==> src/tlvip_ctrl.sv <==
`timescale 1ns/1ps
`default_nettype none

package tlvip_pkg;

  localparam int NUM_VEC = 10;
  localparam int NUM_SRC = 44;
  localparam int VEC_ADDR_W = 20;
  localparam int VEC_IDX_W = 4;

  localparam logic [VEC_ADDR_W-1:0] VEC_ADDR_0 = 20'h00003;
  localparam logic [VEC_ADDR_W-1:0] VEC_ADDR_1 = 20'h0000b;
  localparam logic [VEC_ADDR_W-1:0] VEC_ADDR_2 = 20'h00013;
  localparam logic [VEC_ADDR_W-1:0] VEC_ADDR_3 = 20'h0001b;
  localparam logic [VEC_ADDR_W-1:0] VEC_ADDR_4 = 20'h00023;
  localparam logic [VEC_ADDR_W-1:0] VEC_ADDR_5 = 20'h0002b;
  localparam logic [VEC_ADDR_W-1:0] VEC_ADDR_6 = 20'h00033;
  localparam logic [VEC_ADDR_W-1:0] VEC_ADDR_7 = 20'h0003b;
  localparam logic [VEC_ADDR_W-1:0] VEC_ADDR_8 = 20'h00043;
  localparam logic [VEC_ADDR_W-1:0] VEC_ADDR_9 = 20'h0004b;

  typedef logic [1:0] tlvip_level_t;
  // Numeric order is the rank order
  localparam tlvip_level_t LVL_NONE = 2'h0;
  localparam tlvip_level_t LVL_LOW = 2'h1;
  localparam tlvip_level_t LVL_HIGH = 2'h2;
  localparam tlvip_level_t LVL_TOP = 2'h3;

  localparam logic [NUM_VEC-1:0] PEND_RST = 10'h000;
  localparam logic [2:0] SVC_RST = 3'h0;

  typedef struct packed {
    logic ext_irq_zero;
    logic ext_irq_one;
    logic timer_two_source;
    logic timer0_low_half;
    logic ext_irq_four;
    logic usb_host_controller_a_bus_active;
    logic usb_host_controller_b_bus_active;
    logic remote_rx;
    logic ext_irq_three;
    logic ext_irq_five;
    logic base_timer;
    logic timer0_high_half;
    logic ext_irq_six;
    logic usb_host_controller_a_connect;
    logic usb_host_controller_a_disconnect;
    logic usb_host_controller_a_resume;
    logic timer1_low_half;
    logic timer1_high_half;
    logic ext_irq_seven;
    logic audio_interface_start;
    logic two_wire_bus_unit;
    logic usb_host_controller_b_connect;
    logic usb_host_controller_b_disconnect;
    logic usb_host_controller_b_resume;
    logic sync_serial_first;
    logic full_duplex_serial_port_rx_done;
    logic sync_serial_second;
    logic sync_serial_fourth;
    logic full_duplex_serial_port_buf_empty;
    logic full_duplex_serial_port_tx_done;
    logic audio_interface_end;
    logic converter_done;
    logic timer_six;
    logic timer_seven;
    logic usb_host_controller_ack;
    logic usb_host_controller_nak;
    logic usb_host_controller_error;
    logic usb_host_controller_stall;
    logic port0_pin;
    logic pulse_width_chan_a;
    logic pulse_width_chan_b;
    logic timer_four;
    logic timer_five;
    logic usb_host_controller_sof;
  } tlvip_src_t;

  typedef struct packed {
    logic req;
    logic [VEC_ADDR_W-1:0] addr;
    tlvip_level_t level;
  } tlvip_grant_t;

  localparam tlvip_grant_t GRANT_RST = '0;
  localparam logic [VEC_IDX_W-1:0] IDX_RST = 4'h0;

  // Sources onto vectors; bit n is the vector at index n
  function automatic logic [NUM_VEC-1:0] tlvip_merge(input tlvip_src_t s);
    logic [NUM_VEC-1:0] v;
    v = '0;
    v[0] = s.ext_irq_zero;
    v[1] = s.ext_irq_one;
    v[2] = s.timer_two_source | s.timer0_low_half | s.ext_irq_four
      | s.usb_host_controller_a_bus_active | s.usb_host_controller_b_bus_active
      | s.remote_rx;
    v[3] = s.ext_irq_three | s.ext_irq_five | s.base_timer;
    v[4] = s.timer0_high_half | s.ext_irq_six | s.usb_host_controller_a_connect
      | s.usb_host_controller_a_disconnect | s.usb_host_controller_a_resume;
    v[5] = s.timer1_low_half | s.timer1_high_half | s.ext_irq_seven
      | s.audio_interface_start | s.two_wire_bus_unit
      | s.usb_host_controller_b_connect | s.usb_host_controller_b_disconnect
      | s.usb_host_controller_b_resume;
    v[6] = s.sync_serial_first | s.full_duplex_serial_port_rx_done;
    v[7] = s.sync_serial_second | s.sync_serial_fourth
      | s.full_duplex_serial_port_buf_empty | s.full_duplex_serial_port_tx_done
      | s.audio_interface_end;
    v[8] = s.converter_done | s.timer_six | s.timer_seven | s.usb_host_controller_ack
      | s.usb_host_controller_nak | s.usb_host_controller_error
      | s.usb_host_controller_stall;
    v[9] = s.port0_pin | s.pulse_width_chan_a | s.pulse_width_chan_b | s.timer_four
      | s.timer_five | s.usb_host_controller_sof;
    return v;
  endfunction

  function automatic logic [VEC_ADDR_W-1:0] tlvip_vec_addr(input logic [VEC_IDX_W-1:0] i);
    logic [VEC_ADDR_W-1:0] a;
    a = VEC_ADDR_0;
    case (i)
      4'h1: a = VEC_ADDR_1;
      4'h2: a = VEC_ADDR_2;
      4'h3: a = VEC_ADDR_3;
      4'h4: a = VEC_ADDR_4;
      4'h5: a = VEC_ADDR_5;
      4'h6: a = VEC_ADDR_6;
      4'h7: a = VEC_ADDR_7;
      4'h8: a = VEC_ADDR_8;
      4'h9: a = VEC_ADDR_9;
      default: a = VEC_ADDR_0;
    endcase
    return a;
  endfunction

  // Upper choice is highest for the two pin vectors, high for the rest
  function automatic tlvip_level_t tlvip_vec_level(input int i, input logic upper);
    tlvip_level_t l;
    l = LVL_LOW;
    if (upper) begin
      l = (i < 2) ? LVL_TOP : LVL_HIGH;
    end
    return l;
  endfunction

  // Highest in-service level, none when idle
  function automatic tlvip_level_t tlvip_svc_level(input logic [2:0] svc);
    tlvip_level_t l;
    l = LVL_NONE;
    if (svc[2]) begin
      l = LVL_TOP;
    end else if (svc[1]) begin
      l = LVL_HIGH;
    end else if (svc[0]) begin
      l = LVL_LOW;
    end
    return l;
  endfunction

endpackage

module tlvip_ctrl (
  input wire logic sys_clk,
  input wire logic sys_rst,
  input wire tlvip_pkg::tlvip_src_t src,
  input wire logic [tlvip_pkg::NUM_VEC-1:0] vec_enable,
  input wire logic [tlvip_pkg::NUM_VEC-1:0] vec_upper_sel,
  input wire logic irq_ack,
  input wire logic irq_ret,
  output var tlvip_pkg::tlvip_grant_t grant,
  output logic [1:0] service_level,
  output logic [tlvip_pkg::NUM_VEC-1:0] pending
);

  logic [tlvip_pkg::NUM_VEC-1:0] pend_reg;
  logic [tlvip_pkg::NUM_VEC-1:0] pend_next;
  logic [2:0] svc_reg;
  logic [2:0] svc_next;
  tlvip_pkg::tlvip_grant_t grant_reg;
  tlvip_pkg::tlvip_grant_t grant_next;
  logic [tlvip_pkg::VEC_IDX_W-1:0] idx_reg;
  logic [tlvip_pkg::VEC_IDX_W-1:0] idx_next;
  tlvip_pkg::tlvip_level_t svc_lvl_reg;
  tlvip_pkg::tlvip_level_t svc_lvl_next;
  logic [tlvip_pkg::NUM_VEC-1:0] raw_req;
  logic accept;

  assign raw_req = tlvip_pkg::tlvip_merge(src);
  assign accept = irq_ack & grant_reg.req;

  // Pending bits and in-service levels
  always_comb begin
    pend_next = pend_reg;
    svc_next = svc_reg;
    if (accept) begin
      pend_next[idx_reg] = 1'b0;
    end
    // A new request in the accept cycle is kept
    pend_next = pend_next | raw_req;
    if (irq_ret) begin
      if (svc_next[2]) begin
        svc_next[2] = 1'b0;
      end else if (svc_next[1]) begin
        svc_next[1] = 1'b0;
      end else begin
        svc_next[0] = 1'b0;
      end
    end
    if (accept) begin
      svc_next[grant_reg.level - 2'h1] = 1'b1;
    end
    // Decoded ahead so the level output leaves a flop
    svc_lvl_next = tlvip_pkg::tlvip_svc_level(svc_next);
  end

  // Arbitration over next-cycle state
  always_comb begin
    tlvip_pkg::tlvip_level_t cur;
    tlvip_pkg::tlvip_level_t best;
    tlvip_pkg::tlvip_level_t lv;
    logic [tlvip_pkg::VEC_IDX_W-1:0] best_idx;
    cur = tlvip_pkg::tlvip_svc_level(svc_next);
    best = tlvip_pkg::LVL_NONE;
    best_idx = '0;
    lv = tlvip_pkg::LVL_NONE;
    for (int i = 0; i < tlvip_pkg::NUM_VEC; i++) begin
      lv = tlvip_pkg::tlvip_vec_level(i, vec_upper_sel[i]);
      // Strict compare in ascending order keeps the lowest vector on a tie
      if (pend_next[i] && vec_enable[i] && lv > cur && lv > best) begin
        best = lv;
        best_idx = i[tlvip_pkg::VEC_IDX_W-1:0];
      end
    end
    grant_next.req = (best != tlvip_pkg::LVL_NONE);
    grant_next.addr = tlvip_pkg::tlvip_vec_addr(best_idx);
    grant_next.level = best;
    idx_next = best_idx;
  end

  always_ff @(posedge sys_clk) begin
    if (sys_rst) begin
      pend_reg <= tlvip_pkg::PEND_RST;
      svc_reg <= tlvip_pkg::SVC_RST;
      grant_reg <= tlvip_pkg::GRANT_RST;
      idx_reg <= tlvip_pkg::IDX_RST;
      svc_lvl_reg <= tlvip_pkg::LVL_NONE;
    end else begin
      pend_reg <= pend_next;
      svc_reg <= svc_next;
      svc_lvl_reg <= svc_lvl_next;
      grant_reg <= grant_next;
      idx_reg <= idx_next;
    end
  end

  assign grant = grant_reg;
  assign service_level = svc_lvl_reg;
  assign pending = pend_reg;

endmodule

`default_nettype wire

==> config.mk <==
export PLATFORM = sky130hd
export DESIGN_NAME = tlvip_ctrl
export DESIGN_NICKNAME = d
export VERILOG_FILES = /design/src/tlvip_ctrl.sv
export SDC_FILE = /design/constraint.sdc
export NUM_CORES = 1
export LEC_CHECK = 0
export ABC_AREA = 1
export BUFFER_PORTS_ARGS = -buffer_cell sky130_fd_sc_hd__buf_2
export CAP_MARGIN = 20
export CORE_MARGIN = 1.5
export CORE_UTILIZATION = 47
export CTS_CLUSTER_SIZE = 12
export DETAILED_ROUTE_END_ITERATION = 10
export PLACE_DENSITY = 0.91
export SETUP_SLACK_MARGIN = 0.4
export SYNTH_ARGS = -nofsm -noshare
export SYNTH_HDL_FRONTEND = slang
export SYNTH_SLANG_ARGS = --single-unit
==> constraint.sdc <==
create_clock -name sys_clk -period 13.1 [get_ports sys_clk]
set_clock_uncertainty 0.1 [all_clocks]
set_input_delay 1.31 -clock sys_clk [delete_from_list [all_inputs] [get_ports sys_clk]]
set_output_delay 1.31 -clock sys_clk [all_outputs]
set_load 0.05 [all_outputs]
==> out/qor.yml <==
syn2layout_area_growth_pct: 22.0
power.switching_mw: 0.236
period_needed_ns: 11.05
initial_core_util_pct: 49.9
netlist_area_mm2: 0.00222
routabilityCongestion: 0.880
p_int_mw: 0.214
synth_area_per_cell_um2: 6.69
synth_edf_count: 0
synth_top_area_share_pct: 24.4
nets: 508
hold_path_class: "reg -> reg"
tns_ns: 0
worstSetupStartpointType: "input port"
worst_ep_required_time_ns: 13.18
grt_usage_pct: 21.4
async_reset_ff_share_pct: 0
clock-sinks: 27
period_share_pct: 84.4
ys_ff_latch: 27
insertedDiodeCount: 0
core-area_mm2: 0.00444
post_cts_resized: 0
ys_types: 44
endpoint_kind: "register"
clkSlewWorstSetupHoldPaths_ns: 0.10
synth.most_common_cell: "nand2_1"
cp.arrival_ns: 11.13
route.detailed.drc: 9
cts_max_level: 1
worstMarginPinSlew_ns: 0.651
synth_area_leaders: "dfxtp_1, nand2_1, ha_1"
path_delay_family: "simple AND/OR/NAND/NOR gates"
dpl_worst_slack_ns: 1.85
outcome: "finished, violations left"
io_buffers: 88
crit_path_max_fanout: 9
cts_buffers: 3
rows: 24
wl_per_cell_um: 11.6
cts_hold_buf: 0
violations: "design-rule violations"
cts_setup_buffers: 0
first_iter_violations: 220
grt_pass1_vias: 2183
drt_pass1_iterations: 9
via_per_inst: 5.05
antenna_found_initial: 0
power-per-cell-area_mw_per_mm2: 166
pwr-share-comb_pct: 63.9
rsz0062_at_grt: "no"
drv_slew: 0
timing.critical_path.buf_inv: 13
vias: 2384
largest_reg_flops: 10
cp_slowest_cell: "ha_1"
drt_wl_total_mm: 5.47
drive_gt1_share_pct: 29.8
p_leak_nw: 1.54
grt_overflow_total: 0
clkPwrFrac_pct: 11.0
clockBufferDepth: 2
grt_pass1_wl_mm: 9.05
fin_area_mm2: 0.00270
setup_viol: 0
max_cap_viol_count: 0
ys_seq_area_share_pct: 24.4
p_sw_share_pct: 52.4
ant_nets: 0
io_pins: 103
die_area_mm2: 0.00514
critical_path_class: "in -> reg"
reg2reg_from: "grant[22]"
power_frac_seq_pct: 25.1
synth_warnings: 0
cp_slowest_stage_delay_ns: 0.30
ir_drop_mv: 0.0610
crit_start: "irq_ack"
setup_ws_ns: 2.05
clk_latency_ns: 0.28
synth_top_cell_by_area: "dfxtp_1"
synth_top_flop_cell: "dfxtp_1"
die_h_um: 71.7
critPathMostFrequentCell: "nand2_1"
hold_violations: 0
relSlewSlack_pct: 55.5
hpwl_mm: 4.57
fmax_ghz: 0.0905
die_w_um: 71.7
cts_tree: "built"
syn_inst: 331
grt_max_degree: 21
yosys-top-cells-count: "nand2_1, nor2_1, inv_1"
placed_area_mm2: 0.00266
cts_root_buf: "clkbuf_8"
hp-start: "pending[1]"
## final timing paths
path / end / slack [ns] / depth (start not counted)
max: grant[6] / 2.05 / 87
min: pending[1] / 0.40 / 2
max reg2reg: grant[6] / 2.85 / 86
min reg2reg: pending[1] / 0.40 / 2
## placed cells by master, fill, tap and decap left out, types with 2 or more instances in the layout
master / instances
o22ai_1: 5
inv_1: 40
nand2_4: 5
and2_1: 2
nor2_2: 2
inv_2: 5
nor2_4: 3
nand3_2: 3
clkbuf_8: 3
a21oi_1: 14
o21ai_0: 10
a31oi_1: 2
nand3_1: 16
nand2_2: 4
ha_1: 19
o31ai_1: 2
o21ai_2: 3
nor2_1: 49
buf_2: 88
dfxtp_1: 27
conb_1: 14
nor3_1: 8
nand2_1: 72
nor4_1: 2
## routing by layer
metal  routed length, µm  share of wire [%]  vias up  GRT usage [%]
li1                    -                  -     1223              -
met5                   0                  0        -              0
met3                 388                7.1        6           2.67
met1                2340                 43     1050           27.1
met4                  41               0.75        0           5.87
met2                2700                 49      105           38.1
## cell families after synthesis
group,after synthesis,share of synthesized area [%]
buffers and inverters,63,13.3
DFF,27,24.4
and+or+nand+nor,175,37.8
adders and majority gates,20,11.2
AOI/OAI and AO/OA,45,13.2
other,1,0.169
## power groups by stage
| stage | sequential, mW | clock [mW] | combinational (mW) |
|---|---|---|---|
| 2_1_floorplan | 0.159 | 0 | 0.180 |
| 3_3_place_gp | 0.115 | 0 | 0.274 |
| 3_5_place_dp | 0.115 | 0 | 0.285 |
| 4_1_cts | 0.113 | 0.0483 | 0.286 |
| 5_1_grt | 0.115 | 0.0518 | 0.323 |
| 6_report | 0.113 | 0.0492 | 0.287 |
## worst reg2reg max path, delay by kind of cell, from the launching register on
family,cells,cell delay (ns)
AND/OR/NAND/NOR,56,5.62
adder cells (fa/ha/maj),9,2.44
AO/OA/AOI/OAI,9,0.92
buffers and inverters,12,0.72
flip-flops,1,0.35
## metrics by stage
| stage | hold slack [ns] | instances | power (mW) | util (%) |
|---|---|---|---|---|
| floorplan | 0.384 | 344 | 0.339 | - |
| global placement | 0.375 | 468 | 0.389 | 59.8 |
| detailed placement | 0.386 | 468 | 0.400 | 59.8 |
| CTS | 0.401 | 472 | 0.447 | 60.8 |
| global route | 0.443 | 472 | 0.490 | 60.8 |
| finish | 0.404 | 472 | 0.449 | 60.8 |
## cell type report
class	count	area, µm²
tap	52	65.1
timing repair buffer	89	448
clock buffer	3	41.3
sequential	27	541
inverter	46	175
fill	412	1740
clock inverter	1	5.00
multi-input combinational	254	1430
No activity file was read; power rests on OpenSTA's default activity.
